<file path="config.mk">
export PLATFORM = sky130hd
export DESIGN_NAME = sbl_loader
export DESIGN_NICKNAME = d
export VERILOG_FILES = /design/src/hw/sbl_pkg.sv /design/src/hw/sbl_fifo.sv /design/src/hw/sbl_loader.sv /design/src/hw/sbl_uart.sv
export SDC_FILE = /design/constraint.sdc
export NUM_CORES = 1
export LEC_CHECK = 0
export ABC_AREA = 1
export BUFFER_PORTS_ARGS = -buffer_cell sky130_fd_sc_hd__buf_2
export CAP_MARGIN = 20
export CORE_UTILIZATION = 40
export CTS_CLUSTER_DIAMETER = 120
export DETAILED_ROUTE_END_ITERATION = 7
export HOLD_SLACK_MARGIN = 0.15
export PLACE_DENSITY = 0.65
export SLEW_MARGIN = 20
export SYNTH_ARGS = -nofsm -noshare
export SYNTH_HDL_FRONTEND = slang
export SYNTH_SLANG_ARGS = --single-unit
</file>
<file path="constraint.sdc">
create_clock -name core_clk -period 6.82 [get_ports core_clk]
set_clock_uncertainty 0.15 [all_clocks]
set_input_delay 1.364 -clock core_clk [delete_from_list [all_inputs] [get_ports core_clk]]
set_output_delay 1.364 -clock core_clk [all_outputs]
set_load 0.03 [all_outputs]
</file>
<file path="src/hw/sbl_pkg.sv">
// Constants and types shared by the serial bootstrap loader files
package sbl_pkg;
	// ****************************************
	// Presets loaded on entry to boot mode
	// ****************************************
	localparam logic [15:0] CONTEXT_POINTER_PRESET   = 16'hFA00;
	localparam logic [15:0] STACK_POINTER_PRESET     = 16'hFA40;
	localparam logic [15:0] STACK_UNDERFLOW_PRESET   = 16'hFA40;
	localparam logic [15:0] STACK_OVERFLOW_PRESET    = 16'hFA0C;
	localparam logic [15:0] SERIAL_CONTROL_PRESET    = 16'h8011;
	localparam logic [15:0] SYSTEM_CONFIG_PRESET     = 16'h0E00;
	// Arbitrary neutral identification value
	localparam logic [7:0]  ID_BYTE_DEFAULT          = 8'h3C;

	// ****************************************
	// Load area and vectors
	// ****************************************
	localparam logic [23:0] LOAD_BASE                = 24'h00FA40;
	localparam logic [23:0] LOAD_LAST                = 24'h00FA5F;
	localparam logic [23:0] RESET_VECTOR             = 24'h000000;
	localparam logic [5:0]  LOAD_COUNT               = 6'h20;
	localparam logic [5:0]  LOAD_STEP                = 6'h01;

	// ****************************************
	// Internal ROM window
	// ****************************************
	localparam logic [7:0]  ROM_SEG0                 = 8'h00;
	localparam logic [7:0]  ROM_SEG1                 = 8'h01;
	localparam logic [15:0] ROM_WIN_END              = 16'h7FFF;

	// ****************************************
	// Baud measurement and serial timing
	// ****************************************
	localparam logic [15:0] MEAS_OFFSET              = 16'h0024;
	localparam logic [15:0] MEAS_DIVISOR             = 16'h0048;
	localparam logic [15:0] TIMER_MAX                = 16'hFFFF;
	localparam logic [1:0]  TIMER_PRESCALE_LAST      = 2'h3;
	localparam logic [3:0]  PHASE_MID                = 4'h7;
	localparam logic [3:0]  PHASE_LAST               = 4'hF;
	localparam logic [3:0]  BIT_STOP                 = 4'h9;
	localparam int          FIFO_WIDTH               = 8;
	localparam int          FIFO_DEPTH               = 32;

	typedef enum logic [2:0] {
		ST_NORMAL,
		ST_WAIT_START,
		ST_MEASURE,
		ST_DIVIDE,
		ST_SEND_ID,
		ST_LOAD,
		ST_RUN
	} sbl_state_e;
endpackage : sbl_pkg

</file>
<file path="src/hw/sbl_fifo.sv">
// Byte FIFO between the serial receiver and the RAM writer
`timescale 1ns/10ps
module sbl_fifo #(
	parameter int WIDTH = 8,
	parameter int DEPTH = 32
) (
	input  wire logic             core_clk,
	input  wire logic             sys_rst,
	input  wire logic             in_valid,
	output logic                  in_ready,
	input  wire logic [WIDTH-1:0] in_data,
	output logic                  out_valid,
	input  wire logic             out_ready,
	output logic [WIDTH-1:0]      out_data
);
	localparam int AW = $clog2(DEPTH);

	typedef struct packed {
		logic [AW-1:0] wr_ptr;
		logic [AW-1:0] rd_ptr;
		logic [AW:0]   count;
	} sbl_fifo_s;

	sbl_fifo_s        st_q;
	sbl_fifo_s        st_d;
	logic [WIDTH-1:0] mem_q [DEPTH];
	logic             push;
	logic             pop;

	// Honest full and empty flags
	assign in_ready  = (st_q.count != (AW+1)'(DEPTH)); // Level is one bit wider than the pointers
	assign out_valid = (st_q.count != '0);
	assign out_data  = mem_q[st_q.rd_ptr];
	assign push      = in_valid && in_ready;
	assign pop       = out_valid && out_ready;

	// Pointer and level update
	always_comb begin
		st_d = st_q;
		if (push) begin
			st_d.wr_ptr = st_q.wr_ptr + AW'(1);
		end
		if (pop) begin
			st_d.rd_ptr = st_q.rd_ptr + AW'(1);
		end
		if (push && !pop) begin
			st_d.count = st_q.count + (AW+1)'(1);
		end else if (pop && !push) begin
			st_d.count = st_q.count - (AW+1)'(1);
		end
	end

	always_ff @(posedge core_clk or posedge sys_rst) begin
		if (sys_rst) begin
			st_q <= '0;
		end else begin
			st_q <= st_d;
		end
	end

	// Storage array, written on push only
	always_ff @(posedge core_clk) begin
		if (push) begin
			mem_q[st_q.wr_ptr] <= in_data;
		end
	end
endmodule : sbl_fifo

</file>
<file path="src/hw/sbl_loader.sv">
// Bootstrap loader mode control, baud measurement, code load and ROM redirect
`timescale 1ns/10ps
// How it works
// - Strap low at end of hardware reset enters boot mode.
// - Boot mode entry does not depend on bus configuration.
// - Boot mode watches receive pin for one zero byte from host.
// - Reload factor computed from zero byte; transmit pin becomes output.
// - Identification byte sent at derived rate.
// - Watchdog held disabled throughout boot mode.
// - Register presets and transmit pin plus direction driven high on entry.
// - No code executes from user ROM during boot mode.
// - Receiver enabled after identification byte; accepts 32 bytes.
// - Bytes written in order to RAM FA40 through FA5F.
// - After 32nd byte jump to FA40, staying in boot mode.
// - External access select pin ignored in boot mode.
// - Code fetches in ROM window served by boot ROM.
// - Data reads go to user ROM, undefined without ROM.
// - Boot ROM follows ROM window into segment 1.
// - Software reset, or hardware reset with strap high, leaves boot mode.
// - After leaving boot mode fetching restarts at address zero.
// - Reload equals timer count minus 36, divided by 72.
// - Reduced variant treats strap as inactive; no boot mode.
// - No watchdog reset while in boot mode.
module sbl_loader #(
	parameter logic [7:0] ID_BYTE = sbl_pkg::ID_BYTE_DEFAULT
) (
	input  wire logic        core_clk,
	input  wire logic        sys_rst,
	input  wire logic        hw_reset_done,
	input  wire logic        sw_reset,
	input  wire logic        boot_select_pin,
	input  wire logic        reduced_variant,
	input  wire logic        external_access_select_pin,
	input  wire logic        rom_seg1_map,
	input  wire logic        rom_present,
	input  wire logic        serial_receive_pin,
	output logic             serial_transmit_pin_o,
	output logic             serial_transmit_pin_oe,
	output logic             transmit_pin_direction_bit,
	output logic             bootstrap_loader_mode,
	output logic             watchdog_disable,
	output logic             watchdog_reset_block,
	output logic             preset_load,
	output logic [15:0]      context_pointer,
	output logic [15:0]      stack_pointer,
	output logic [15:0]      stack_underflow_limit,
	output logic [15:0]      stack_overflow_limit,
	output logic [15:0]      serial_control_register,
	output logic [15:0]      system_configuration_register,
	output logic [12:0]      baud_reload_value,
	output logic             baud_overflow,
	input  wire logic [23:0] mem_req_addr,
	input  wire logic        mem_req_code,
	output logic             route_boot_rom,
	output logic             route_user_rom,
	output logic             route_external,
	output logic             route_undefined,
	output logic             ram_wr_en,
	output logic [23:0]      ram_wr_addr,
	output logic [7:0]       ram_wr_data,
	input  wire logic        ram_wr_ready,
	output logic             cpu_jump,
	output logic [23:0]      cpu_jump_addr
);
	typedef struct packed {
		sbl_pkg::sbl_state_e state;
		logic                mode;
		logic                preset;
		logic                rx_prev;
		logic [1:0]          presc;
		logic [15:0]         timer;
		logic                ovf;
		logic [15:0]         rem;
		logic [12:0]         quot;
		logic [12:0]         reload;
		logic                tx_start;
		logic [5:0]          count;
		logic                wr_en;
		logic [23:0]         wr_addr;
		logic [7:0]          wr_data;
		logic                jump;
		logic [23:0]         jump_addr;
		logic                r_boot;
		logic                r_user;
		logic                r_ext;
		logic                r_undef;
	} sbl_loader_s;

	sbl_loader_s st_q;
	sbl_loader_s st_d;
	logic        tx_busy;
	logic        uart_txd;
	logic        rx_valid;
	logic [7:0]  rx_data;
	logic        fifo_in_ready;
	logic        fifo_out_valid;
	logic        fifo_out_ready;
	logic [7:0]  fifo_out_data;
	logic        in_window;
	logic        load_done;

	// ****************************************
	// Serial channel and receive buffer
	// ****************************************
	sbl_uart u_uart (
		.core_clk           (core_clk),
		.sys_rst            (sys_rst),
		.baud_reload_value  (st_q.reload),
		.tx_start           (st_q.tx_start),
		.tx_data            (ID_BYTE),
		.rx_enable          ((st_q.state == sbl_pkg::ST_LOAD) && fifo_in_ready),
		.serial_receive_pin (serial_receive_pin),
		.txd                (uart_txd),
		.tx_busy            (tx_busy),
		.rx_valid           (rx_valid),
		.rx_data            (rx_data)
	);

	sbl_fifo #(
		.WIDTH (sbl_pkg::FIFO_WIDTH),
		.DEPTH (sbl_pkg::FIFO_DEPTH)
	) u_fifo (
		.core_clk  (core_clk),
		.sys_rst   (sys_rst),
		.in_valid  (rx_valid),
		.in_ready  (fifo_in_ready),
		.in_data   (rx_data),
		.out_valid (fifo_out_valid),
		.out_ready (fifo_out_ready),
		.out_data  (fifo_out_data)
	);

	// ****************************************
	// Outputs
	// ****************************************
	// watchdog held off
	assign watchdog_disable              = st_q.mode;
	assign watchdog_reset_block          = st_q.mode;
	assign bootstrap_loader_mode         = st_q.mode;
	// transmit pin driven as output in boot mode
	assign serial_transmit_pin_o         = st_q.mode ? uart_txd : 1'b1;
	assign serial_transmit_pin_oe        = st_q.mode;
	assign transmit_pin_direction_bit    = st_q.mode;
	assign preset_load                   = st_q.preset;
	assign context_pointer               = sbl_pkg::CONTEXT_POINTER_PRESET;
	assign stack_pointer                 = sbl_pkg::STACK_POINTER_PRESET;
	assign stack_underflow_limit         = sbl_pkg::STACK_UNDERFLOW_PRESET;
	assign stack_overflow_limit          = sbl_pkg::STACK_OVERFLOW_PRESET;
	assign serial_control_register       = sbl_pkg::SERIAL_CONTROL_PRESET;
	assign system_configuration_register = sbl_pkg::SYSTEM_CONFIG_PRESET;
	assign baud_reload_value             = st_q.reload;
	assign baud_overflow                 = st_q.ovf;
	assign route_boot_rom                = st_q.r_boot;
	assign route_user_rom                = st_q.r_user;
	assign route_external                = st_q.r_ext;
	assign route_undefined               = st_q.r_undef;
	assign ram_wr_en                     = st_q.wr_en;
	assign ram_wr_addr                   = st_q.wr_addr;
	assign ram_wr_data                   = st_q.wr_data;
	assign cpu_jump                      = st_q.jump;
	assign cpu_jump_addr                 = st_q.jump_addr;

	assign in_window = (mem_req_addr[23:16] == (rom_seg1_map ? sbl_pkg::ROM_SEG1 : sbl_pkg::ROM_SEG0))
		&& (mem_req_addr[15:0] <= sbl_pkg::ROM_WIN_END);
	// Stall buffer while a RAM write waits or the load is complete
	assign load_done      = (st_q.count == sbl_pkg::LOAD_COUNT);
	assign fifo_out_ready = (st_q.state == sbl_pkg::ST_LOAD) && !load_done
		&& (!st_q.wr_en || ram_wr_ready);

	// ****************************************
	// Sequencer
	// ****************************************
	always_comb begin
		st_d          = st_q;
		st_d.preset   = 1'b0;
		st_d.tx_start = 1'b0;
		st_d.jump     = 1'b0;
		st_d.rx_prev  = serial_receive_pin;
		if (st_q.wr_en && ram_wr_ready) begin
			st_d.wr_en = 1'b0;
		end
		case (st_q.state)
			sbl_pkg::ST_WAIT_START: begin
				if (st_q.rx_prev && !serial_receive_pin) begin
					st_d.state = sbl_pkg::ST_MEASURE;
					st_d.timer = '0;
					st_d.presc = '0;
					st_d.ovf   = 1'b0;
				end
			end
			sbl_pkg::ST_MEASURE: begin
				st_d.presc = st_q.presc + 2'h1;
				if (st_q.presc == sbl_pkg::TIMER_PRESCALE_LAST) begin
					st_d.timer = st_q.timer + 16'h0001;
					if (st_q.timer == sbl_pkg::TIMER_MAX) begin
						st_d.ovf = 1'b1;
					end
				end
				// stop at stop-bit rise, subtract offset
				if (!st_q.rx_prev && serial_receive_pin) begin
					st_d.state = sbl_pkg::ST_DIVIDE;
					st_d.quot  = '0;
					st_d.rem   = (st_q.timer > sbl_pkg::MEAS_OFFSET) ? st_q.timer - sbl_pkg::MEAS_OFFSET : '0;
				end
			end
			sbl_pkg::ST_DIVIDE: begin
				if (st_q.rem >= sbl_pkg::MEAS_DIVISOR) begin
					st_d.rem  = st_q.rem - sbl_pkg::MEAS_DIVISOR;
					st_d.quot = st_q.quot + 13'h0001;
				end else begin
					st_d.reload   = st_q.quot;
					st_d.tx_start = 1'b1;
					st_d.state    = sbl_pkg::ST_SEND_ID;
				end
			end
			sbl_pkg::ST_SEND_ID: begin
				if (!st_q.tx_start && !tx_busy) begin
					st_d.state = sbl_pkg::ST_LOAD;
					st_d.count = '0;
				end
			end
			sbl_pkg::ST_LOAD: begin
				if (fifo_out_valid && fifo_out_ready) begin
					st_d.wr_en   = 1'b1;
					st_d.wr_addr = sbl_pkg::LOAD_BASE + {18'h0, st_q.count};
					st_d.wr_data = fifo_out_data;
					st_d.count   = st_q.count + sbl_pkg::LOAD_STEP;
				end
				if (load_done && !st_q.wr_en) begin
					st_d.jump      = 1'b1;
					st_d.jump_addr = sbl_pkg::LOAD_BASE;
					st_d.state     = sbl_pkg::ST_RUN;
				end
			end
			default: begin
			end
		endcase
		if (sw_reset) begin
			st_d.mode      = 1'b0;
			st_d.state     = sbl_pkg::ST_NORMAL;
			st_d.wr_en     = 1'b0;
			st_d.jump      = 1'b1;
			st_d.jump_addr = sbl_pkg::RESET_VECTOR;
		end else if (hw_reset_done) begin
			// strap sampled at end of reset
			st_d.mode   = !boot_select_pin && !reduced_variant;
			st_d.wr_en  = 1'b0;
			st_d.count  = '0;
			st_d.reload = '0;
			if (!boot_select_pin && !reduced_variant) begin
				st_d.preset = 1'b1;
				st_d.state  = sbl_pkg::ST_WAIT_START;
			end else begin
				st_d.state     = sbl_pkg::ST_NORMAL;
				st_d.jump      = 1'b1;
				st_d.jump_addr = sbl_pkg::RESET_VECTOR;
			end
		end
		st_d.r_boot  = st_q.mode && in_window && mem_req_code;
		st_d.r_user  = in_window && (st_q.mode ? !mem_req_code : external_access_select_pin);
		st_d.r_ext   = st_q.mode ? !in_window : !(in_window && external_access_select_pin);
		st_d.r_undef = st_d.r_user && !rom_present;
	end

	// Receive edge detector starts at the idle line level, so no false edge follows reset
	always_ff @(posedge core_clk or posedge sys_rst) begin
		if (sys_rst) begin
			st_q         <= '0;
			st_q.rx_prev <= 1'b1;
		end else begin
			st_q <= st_d;
		end
	end
endmodule : sbl_loader

</file>
<file path="src/hw/sbl_uart.sv">
// Serial channel: baud generator, transmitter and receiver
`timescale 1ns/10ps
module sbl_uart (
	input  wire logic        core_clk,
	input  wire logic        sys_rst,
	input  wire logic [12:0] baud_reload_value,
	input  wire logic        tx_start,
	input  wire logic [7:0]  tx_data,
	input  wire logic        rx_enable,
	input  wire logic        serial_receive_pin,
	output logic             txd,
	output logic             tx_busy,
	output logic             rx_valid,
	output logic [7:0]       rx_data
);
	typedef struct packed {
		logic [13:0] brg_cnt;
		logic        tx_busy;
		logic [9:0]  tx_sh;
		logic [3:0]  tx_bit;
		logic [3:0]  tx_ph;
		logic        rx_busy;
		logic [7:0]  rx_sh;
		logic [3:0]  rx_bit;
		logic [3:0]  rx_ph;
		logic        rx_valid;
		logic [7:0]  rx_data;
	} sbl_uart_s;

	sbl_uart_s st_q;
	sbl_uart_s st_d;
	logic      tick;

	// Sixteen ticks per bit, one tick every 2*(reload+1) clocks
	assign tick     = (st_q.brg_cnt == '0);
	assign txd      = st_q.tx_sh[0];
	assign tx_busy  = st_q.tx_busy;
	assign rx_valid = st_q.rx_valid;
	assign rx_data  = st_q.rx_data;

	always_comb begin
		st_d          = st_q;
		st_d.rx_valid = 1'b0;
		st_d.brg_cnt  = tick ? {baud_reload_value, 1'b1} : st_q.brg_cnt - 14'h0001;
		// Transmitter: start, eight data bits LSB first, stop
		if (tx_start && !st_q.tx_busy) begin
			st_d.tx_busy = 1'b1;
			st_d.tx_sh   = {1'b1, tx_data, 1'b0};
			st_d.tx_bit  = '0;
			st_d.tx_ph   = '0;
		end else if (tick && st_q.tx_busy) begin
			st_d.tx_ph = st_q.tx_ph + 4'h1;
			if (st_q.tx_ph == sbl_pkg::PHASE_LAST) begin
				if (st_q.tx_bit == sbl_pkg::BIT_STOP) begin
					st_d.tx_busy = 1'b0;
				end else begin
					st_d.tx_sh  = {1'b1, st_q.tx_sh[9:1]};
					st_d.tx_bit = st_q.tx_bit + 4'h1;
				end
			end
		end
		// Receiver: samples each bit at mid phase
		if (tick) begin
			if (!st_q.rx_busy) begin
				if (rx_enable && !serial_receive_pin) begin
					st_d.rx_busy = 1'b1;
					st_d.rx_bit  = '0;
					st_d.rx_ph   = '0;
				end
			end else begin
				st_d.rx_ph = st_q.rx_ph + 4'h1;
				if (st_q.rx_ph == sbl_pkg::PHASE_MID) begin
					if (st_q.rx_bit == '0) begin
						// False start bit is dropped
						st_d.rx_busy = !serial_receive_pin;
					end else if (st_q.rx_bit == sbl_pkg::BIT_STOP) begin
						st_d.rx_busy  = 1'b0;
						st_d.rx_valid = serial_receive_pin;
						st_d.rx_data  = st_q.rx_sh;
					end else begin
						st_d.rx_sh = {serial_receive_pin, st_q.rx_sh[7:1]};
					end
				end
				if (st_q.rx_ph == sbl_pkg::PHASE_LAST) begin
					st_d.rx_bit = st_q.rx_bit + 4'h1;
				end
			end
		end
	end

	always_ff @(posedge core_clk or posedge sys_rst) begin
		if (sys_rst) begin
			st_q       <= '0;
			st_q.tx_sh <= 10'h3FF;
		end else begin
			st_q <= st_d;
		end
	end
endmodule : sbl_uart
</file>
==> results.cfg, run 1 <==
[yosys]
ys_ff_latch = 446
synth_xor_area_frac = 0.0128
syn_avg_cell_area_um2 = 9.17
yosysMostFrequentCell = nand2_1
seq_area_frac_synth = 0.570
yosys.area.top_type = edfxtp_1
yosysTopAreaCellShare = 0.352
synth_top_family_by_area = simple AND/OR/NAND/NOR gates
synthSimpleGateAreaFrac = 0.241
synth_cells = 2383
synth_mux_area_frac = 0
async_reset_ff_frac = 0.426
synthTopCellsByArea = edfxtp_1 (35%), dfrtp_1 (21%), nand2_1 (11%), buf_4 (5.9%), nor2_1 (4.9%)
netlist_top_cells_count = nand2_1 (665), nor2_1 (283), edfxtp_1 (256)
synth_area_um2 = 21900
synth_edf_count = 256
yosys_warnings = 0
synthAdderAreaFrac = 0.0175
synth_compound_area_frac = 0.0516
ys.flop_type = edfxtp_1
ys_types = 46

[place]
gp_congestion = 0.882
portBuffers = 92
place_area_um2 = 22000
dpl.hpwl_um = 31600

[die]
die_height_um = 236
rows = 85
io_pins = 215
die-area_um2 = 55600
die_w_um = 236
initial_core_util = 0.405
design.core.area_um2 = 53900

[worst_setup_path]
cp-end-kind = flip-flop
cp_cell_sequence = buf_2 > nor2_1 > nor2_4 > nand3_4 > ha_1 > inv_1 > ha_1 > a21oi_1 > o211ai_1 > xor2_1 > nand2_1 > nand2_1
critPathMaxStageDelay_ns = 0.37
r2r_cells = 10
reg2reg_slack_ns = 3.85
path_max_fanout = 28
critPathArrivalTime_ns = 3.44
cp.required_ns = 7.13
cp_slowest_cell = ha_1
path_class = in -> reg
critical_path.startpoint_type = input port

[timing]
hold_viol = 0
setup_viol_count_final = 0
period_share = 0.458
timing.final.crit_period_ns = 3.12
maxSlewViolCount = 0
rsz0062_at_grt = false
slew_headroom = 0.292
tightestPinTransition_ns = 1.06
max_freq_mhz = 320
setup_tns_ns = 0

[clock_network]
postCtsHoldBufs = 0
ctsResizeCount = 0
post_cts_buffers = 0
cts.path.max_buffers = 3
path_clk_slew_ns = 0.06
cts_sinks = 446
clock_latency_ns = 0.61
cts_tree = done
clock_tree.root_cell = clkbuf_16
numCtsBuffers = 48
htreeDepth = 2

[power]
p_leak_nw = 9.94
power_density_nw_per_um2 = 268
power_mw = 6.35
peakVddDrop_uv = 167

[final_layout]
fill_cells = 5099
synthToLayoutAreaGrowth_pct = 8.25
nets = 2461
antennaDiodeCount = 0
stdcell_area_um2 = 23700
drive_gt1_frac = 0.102

[route]
num_vias = 15400
vias_per_cell = 4.91
drt_iter0_drc = 1235
post-route-drc-count = 0
wirelength_um = 48700
drtPass1Iterations = 6
routedWlPerCell_um = 15.6
ant_nets = 0

[grt]
grt_max_degree = 134
grt_usage = 0.176
grt_overflow_total = 0
grt_pass1_vias = 14700
grt_pass1_wl_um = 78400
grt_antenna_before_repair = 1

[job]
maxCapViolCount = 0

[min_path]
min_path_cells = 2
hp-class = reg -> reg

[run_status]
outcome = complete, no violations
worst max-delay path: cells and delay by family:
family	cells	cell delay (ns)
and+or+nand+nor	5	0.63
xor gates and xnor gates	1	0.15
adders and majority gates	2	0.67
buffers and inverters	2	0.26
AOI/OAI and AO/OA	2	0.34
report_power, final:
part	switching, mW	internal, mW	total [mW]	leakage [nW]
logic	0.447	0.193	0.640	4.87
registers	0.110	2.92	3.03	4.26
clock network	1.10	1.58	2.68	0.801
total	1.66	4.69	6.35	9.94
layout make-up:
class                      count  area [µm²]  area share
sequential                   446       12500       0.527
tap                          696         871      0.0368
timing repair buffer         103         547      0.0231
inverter                     175         667      0.0282
clock buffer                  74        1400      0.0592
clock inverter                15         249      0.0105
multi-input combinational   1621        7460       0.315
kinds of logic (layout without fill, tap and decap cells):
kind of cell	after synthesis	in the layout
and+or+nand+nor	1233	1233
DFF	446	446
buffers and inverters	421	367
AOI/OAI and AO/OA	219	219
xor gates and xnor gates	32	32
adders and majority gates	30	30
other	2	107
cell usage in the layout, fill, tap and decap left out, types with 4 or more instances in the layout:
cell type and count:
nand2_1 665, nor2_1 283, edfxtp_1 256, nand3_1 187, dfrtp_1 175, inv_1 159, conb_1 107, o21ai_0 95
buf_2 92, a21oi_1 56, o21ai_1 56, clkbuf_16 49, nand4_1 31, ha_1 29, xor2_1 23, nor3_1 18
clkbuf_1 17, inv_2 12, buf_4 10, dfstp_2 10, xnor2_1 9, or2_2 8, clkbuf_8 8, clkinv_2 7
nor3_2 6, nand2_4 6, nor2_4 5, nand2_2 5, nor2_8 4, nor2_2 4, bufinv_16 4, dfrtp_2 4
sequential cells by signal, indices dropped and copies added, names as in the netlist, 7 cells and up:
| name | count |
|---|---|
| baud_reload_value | 13 |
| cpu_jump_addr | 24 |
| ram_wr_addr | 7 |
| ram_wr_data | 8 |
| st_q | 55 |
| u_fifo.mem_q | 256 |
| u_fifo.st_q | 16 |
| u_uart.rx_data | 8 |
| u_uart.st_q | 47 |
per-stage QoR:
| step | util | hold WS [ns] | worst slack [ns] | std cells |
|---|---|---|---|---|
| after floorplan | - | 0.281 | 0.152 | 2488 |
| after global placement | 0.408 | 0.300 | 3.08 | 3041 |
| after detailed placement | 0.408 | 0.309 | 3.07 | 3041 |
| after CTS | 0.439 | 0.312 | 3.64 | 3130 |
| after global routing | 0.439 | 0.339 | 3.52 | 3130 |
| final | 0.439 | 0.308 | 3.70 | 3130 |
per-layer routing:
metal / vias up / share of wire / track usage
li1: 7535 / - / -
met1: 7331 / 0.44 / 0.235
met4: 2 / 0.027 / 0.0602
met5: - / 0.00027 / 0
met2: 409 / 0.48 / 0.288
met3: 88 / 0.057 / 0.0313
worst paths after layout:
check	startpoint	to
max	ram_wr_ready	u_fifo.st_q[5]$_DFFE_PP0P_
min	u_uart.st_q[24]$_DFFE_PP0P_	u_uart.rx_data[7]$_DFFE_PP0P_
max reg2reg	u_fifo.st_q[6]$_DFFE_PP0N_	ram_wr_data[3]$_DFFE_PP0P_
min reg2reg	u_uart.st_q[24]$_DFFE_PP0P_	u_uart.rx_data[7]$_DFFE_PP0P_
max in group asynchronous	sys_rst	st_q[91]$_DFFE_PP0P_
min in group asynchronous	sys_rst	cpu_jump_addr[16]$_DFF_PP0_
(Power assumes the default switching activity.)
==> inputs of run 2 (changes only) <==
==> constraint.sdc (replaced) <==
create_clock -name core_clk -period 2.5 [get_ports core_clk]
set_clock_uncertainty 0.15 [all_clocks]
set_input_delay 0.5 -clock core_clk [delete_from_list [all_inputs] [get_ports core_clk]]
set_output_delay 0.5 -clock core_clk [all_outputs]
set_load 0.03 [all_outputs]
==> results.cfg, run 2 (synthesis gave the netlist of run 1 again) <==
[die]
die-area_um2 = 55600
die_w_um = 236
die_height_um = 236
design.core.area_um2 = 53900
rows = 85
io_pins = 215
initial_core_util = 0.405

[route]
wl_met2_um = 23500
post-route-drc-count = 0
dr_wl_met3_um = 2470
routedWlPerCell_um = 15.4
wirelength_um = 49300
drt_iter0_drc = 1381
met1_length_um = 22000
num_vias = 15700
drtPass1Iterations = 6
highest_layer = met4
vias_per_cell = 4.91
ant_nets = 0

[final_layout]
final_cell_mix = nand2_1 (665), nor2_1 (283), edfxtp_1 (256)
nets = 2537
drive_gt1_frac = 0.124
fin_util = 0.451
fill_cells = 5084
fin_cells = 3205
largest-register = u_fifo.mem_q
top_regs = u_fifo.mem_q: 256 flops, st_q: 55 flops, u_uart.st_q: 47 flops
synthToLayoutAreaGrowth_pct = 11.2
antennaDiodeCount = 0
largest_reg_flops = 256
layout_commonest_cell = nand2_1

[place]
dpl.hpwl_um = 33000
portBuffers = 92
gp_congestion = 0.850
post-place-cells = 3099

[grt]
grt_usage = 0.177
grt_pass1_vias = 15000
grt_overflow_total = 0
grt_antenna_before_repair = 0
grt_pass1_wl_um = 79600
grt_max_degree = 73

[worst_setup_path]
crit_cells = 8
cp_cell_sequence = dlygate4sd3_1 > buf_2 > nor2_1 > dlygate4sd3_1 > nand2_1 > nor3_2 > o21ai_2 > dlygate4sd3_1
cp_top_family = buffers and inverters
timing.rr.start = u_fifo.st_q[1]$_DFFE_PP0P_
cp.required_ns = 2.81
critical_path.startpoint_type = input port
rr_endpoint = u_fifo.st_q[4]$_DFFE_PP0P_
crit_buf_inv = 4
cp-startpoint = mem_req_addr[19]
endpoint = route_external$_DFF_PP0_
critPathMaxStageDelay_ns = 0.56
path_max_fanout = 3
path_class = in -> reg
critPathArrivalTime_ns = 2.74
r2r_cells = 13
cp_slowest_cell = dlygate4sd3_1
cp-end-kind = flip-flop
worst_path_most_repeated_cell = dlygate4sd3_1
reg2reg_slack_ns = 0.18

[power]
power_mw = 17.1
power_density_nw_per_um2 = 702
p_leak_nw = 10.3
peakVddDrop_uv = 602

[clock_network]
cts_tree = done
numCtsBuffers = 47
cts.path.max_buffers = 3
htreeDepth = 2
cts_sinks = 446
path_clk_slew_ns = 0.06
clock_tree.root_cell = clkbuf_16
clock_latency_ns = 0.61

[timing]
hold_viol = 0
timing.final.crit_period_ns = 2.43
hold_ws_ns = 0.159
slew_headroom = 0.489
max_freq_mhz = 412
period_share = 0.971
maxSlewViolCount = 0
tightestPinTransition_ns = 0.764
rsz0062_at_grt = false
setup_viol_count_final = 0

[run_status]
outcome = complete, no violations

[job]
maxCapViolCount = 0

[min_path]
hp-class = in -> reg
run 2: changes by cell type in the layout (fill, tap and decap cells not counted), sizes merged:
cell	previous run	this run
clkbuf	74	67
dlygate4sd3	0	19
bufinv	4	3
clkinv	13	14
clkinvlp	0	5
buf	103	161
run 2: layout make-up:
type	instances	area, µm²	area share
clock buffers	67	1310	0.0539
clock inverters	20	245	0.0101
inverters	175	663	0.0273
multi-input cells	1621	7510	0.309
flip-flops and latches	446	12500	0.512
well taps	696	871	0.0358
repair buffers	180	1250	0.0515
run 2: worst min-delay path by stage:
stage	to	startpoint	cells past startpoint	slack, ns
floorplan	u_uart.st_q[45]$_DFF_PP0_	u_uart.st_q[45]$_DFF_PP0_	1	0.28
global placement	u_uart.st_q[42]$_DFFE_PP1P_	u_uart.st_q[42]$_DFFE_PP1P_	2	0.31
detailed placement	u_uart.st_q[42]$_DFFE_PP1P_	u_uart.st_q[42]$_DFFE_PP1P_	2	0.31
CTS	route_user_rom$_DFF_PP0_	mem_req_addr[21]	6	0.18
global route	route_user_rom$_DFF_PP0_	mem_req_addr[21]	6	0.17
finish	route_undefined$_DFF_PP0_	mem_req_addr[21]	6	0.16
run 2: metal layers:
metal / vias to the layer above / global-route usage
met5: - / 0
met4: 0 / 0.0604
met3: 96 / 0.0247
met2: 427 / 0.288
met1: 7509 / 0.243
li1: 7691 / -
run 2: where the power goes:
group	switching [mW]	internal, mW
Clock	3.01	4.00
Combinational	1.24	0.570
Sequential	0.283	7.97
run 2: what timing repair did:
| item | 4_1_cts | 5_1_grt |
|---|---|---|
| resized for setup | 0 | 8 |
| setup buffers | 0 | 0 |
| hold buffers | 20 | 0 |
| setup endpoints to repair | 0 | 6 |
| hold endpoints to repair | 189 | 0 |
run 2: worst reg2reg max path: cells and delay by family (launching register included):
family	cells	cell delay (ns)
buf+inv	3	0.30
flops	1	0.38
fa+ha+maj	2	0.53
compound gates	3	0.24
simple gates	5	0.56
run 2: through the flow:
stage	TNS [ns]	cell area [µm²]	setup slack, ns
2_1_floorplan	-106.30	22300	-0.590
3_3_place_gp	0	22500	0.00434
3_5_place_dp	-0.00791	22500	-0.00791
4_1_cts	0	24300	0.0580
5_1_grt	0	24300	0.0102
6_report	0	24300	0.0722
==> inputs of run 3 (changes only) <==
--- a/config.mk
+++ b/config.mk
@@ -13,6 +13,7 @@
 export DETAILED_ROUTE_END_ITERATION = 7
 export HOLD_SLACK_MARGIN = 0.15
 export PLACE_DENSITY = 0.65
+export REMOVE_ABC_BUFFERS = 1
 export SLEW_MARGIN = 20
 export SYNTH_ARGS = -nofsm -noshare
 export SYNTH_HDL_FRONTEND = slang
==> results.cfg, run 3 (synthesis gave the netlist of run 1 again) <==
[route]
post-route-drc-count = 0
drt_iter0_drc = 1172
routedWlPerCell_um = 15.1
wirelength_um = 48400
vias_per_cell = 4.84
drtPass1Iterations = 6
ant_nets = 0
num_vias = 15500

[grt]
grt_antenna_before_repair = 2
grt_overflow_total = 0
grt_usage = 0.174
grt_max_degree = 91
grt_pass1_wl_um = 77800
grt_pass1_vias = 15000

[power]
power_density_nw_per_um2 = 717
p_leak_nw = 10.3
peakVddDrop_uv = 754
power_mw = 17.5

[final_layout]
largest-register = u_fifo.mem_q
nets = 2531
synthToLayoutAreaGrowth_pct = 11.6
fin_cells = 3201
largest_reg_flops = 256
layout_commonest_cell = nand2_1
final_cell_mix = nand2_1 (665), nor2_1 (276), edfxtp_1 (256)
drive_gt1_frac = 0.125
stdcell_area_um2 = 24400
top_regs = u_fifo.mem_q: 256 flops, st_q: 55 flops, u_uart.st_q: 47 flops
fill_cells = 5092

[timing]
tightestPinTransition_ns = 0.875
worst_slack_ns = -0.00980
hold_viol = 0
setup_tns_ns = -0.00980
timing.final.crit_period_ns = 2.51
period_share = 1.00
maxSlewViolCount = 0
max_freq_mhz = 398
setup_viol_count_final = 1
slew_headroom = 0.415
rsz0062_at_grt = true
hold_ws_ns = 0.278

[die]
io_pins = 215
die_w_um = 236
design.core.area_um2 = 53900
initial_core_util = 0.405
rows = 85
die_height_um = 236
die-area_um2 = 55600

[clock_network]
cts.path.max_buffers = 3
numCtsBuffers = 47
path_clk_slew_ns = 0.06
clock_tree.root_cell = clkbuf_16
cts_sinks = 446
htreeDepth = 2
cts_tree = done
clock_latency_ns = 0.59

[worst_setup_path]
cp.required_ns = 2.86
critPathArrivalTime_ns = 2.87
cp-end-kind = flip-flop
critical_path.startpoint_type = input port
path_class = in -> reg
path_max_fanout = 2

[place]
gp_congestion = 0.856
portBuffers = 92
place_area_um2 = 22500
post-place-cells = 3092
dpl.hpwl_um = 31300

[min_path]
hp-class = in -> reg

[run_status]
outcome = finished with violations
failed_checks = negative setup slack

[job]
maxCapViolCount = 0
run 3: final cells by class:
type	instances	area (µm²)	share of cell area
diodes	1	2.50	0.000103
inverters	175	668	0.0274
flip-flops and latches	446	12500	0.511
repair buffers	174	1220	0.0500
clock buffers	68	1370	0.0561
clock inverters	20	284	0.0116
multi-input cells	1621	7520	0.308
well taps	696	871	0.0357
run 3: per-layer routing:
metal / vias up / share of wire / track usage
li1: 7683 / - / -
met1: 7295 / 0.44 / 0.230
met2: 424 / 0.48 / 0.286
met3: 90 / 0.053 / 0.0294
met4: 2 / 0.028 / 0.0614
met5: - / 0.00025 / 0
run 3: critical path: stages:
cell           delay (ns)
dlygate4sd3_1        0.54
buf_2                0.12
nor2_1               0.08
nand2_1              0.07
dlygate4sd3_1        0.59
nor3_2               0.17
o21ai_1              0.10
nor3_1               0.13
dlygate4sd3_1        0.56
run 3: worst paths after layout:
path	start	endpoint	slack [ns]	depth (start not counted)
min in group asynchronous	sys_rst	cpu_jump_addr[3]$_DFF_PP0_	0.37	3
worst max-delay path	mem_req_addr[19]	route_undefined$_DFF_PP0_	-0.01	9
worst min-delay path	mem_req_addr[15]	route_external$_DFF_PP0_	0.28	6
worst max register to register	u_fifo.st_q[2]$_DFFE_PP0P_	u_fifo.mem_q[6][6]$_DFFE_PP_	0.02	7
max in group asynchronous	sys_rst	st_q[130]$_DFF_PP1_	1.11	4
worst min register to register	u_uart.st_q[45]$_DFF_PP0_	u_uart.st_q[45]$_DFF_PP0_	0.32	1
run 3: repair_timing:
action | CTS | global route
buffers inserted | 0 | 3
resized for setup | 0 | 14
hold endpoints to repair | 75 | 0
endpoints found under the setup margin | 0 | 92
hold buffers | 17 | 0
run 3: power by group:
| group | internal, mW | switching (mW) |
|---|---|---|
| Clock | 4.53 | 2.92 |
| Sequential | 7.97 | 0.291 |
| Combinational | 0.561 | 1.22 |
| Total | 13.1 | 4.43 |
run 3: through the flow:
step	util	setup WS [ns]
3_3_place_gp	0.417	0.0341
3_5_place_dp	0.417	0.0263
2_1_floorplan	-	-3.30
5_1_grt	0.452	-0.122
6_report	0.452	-0.00980
4_1_cts	0.451	0.0157
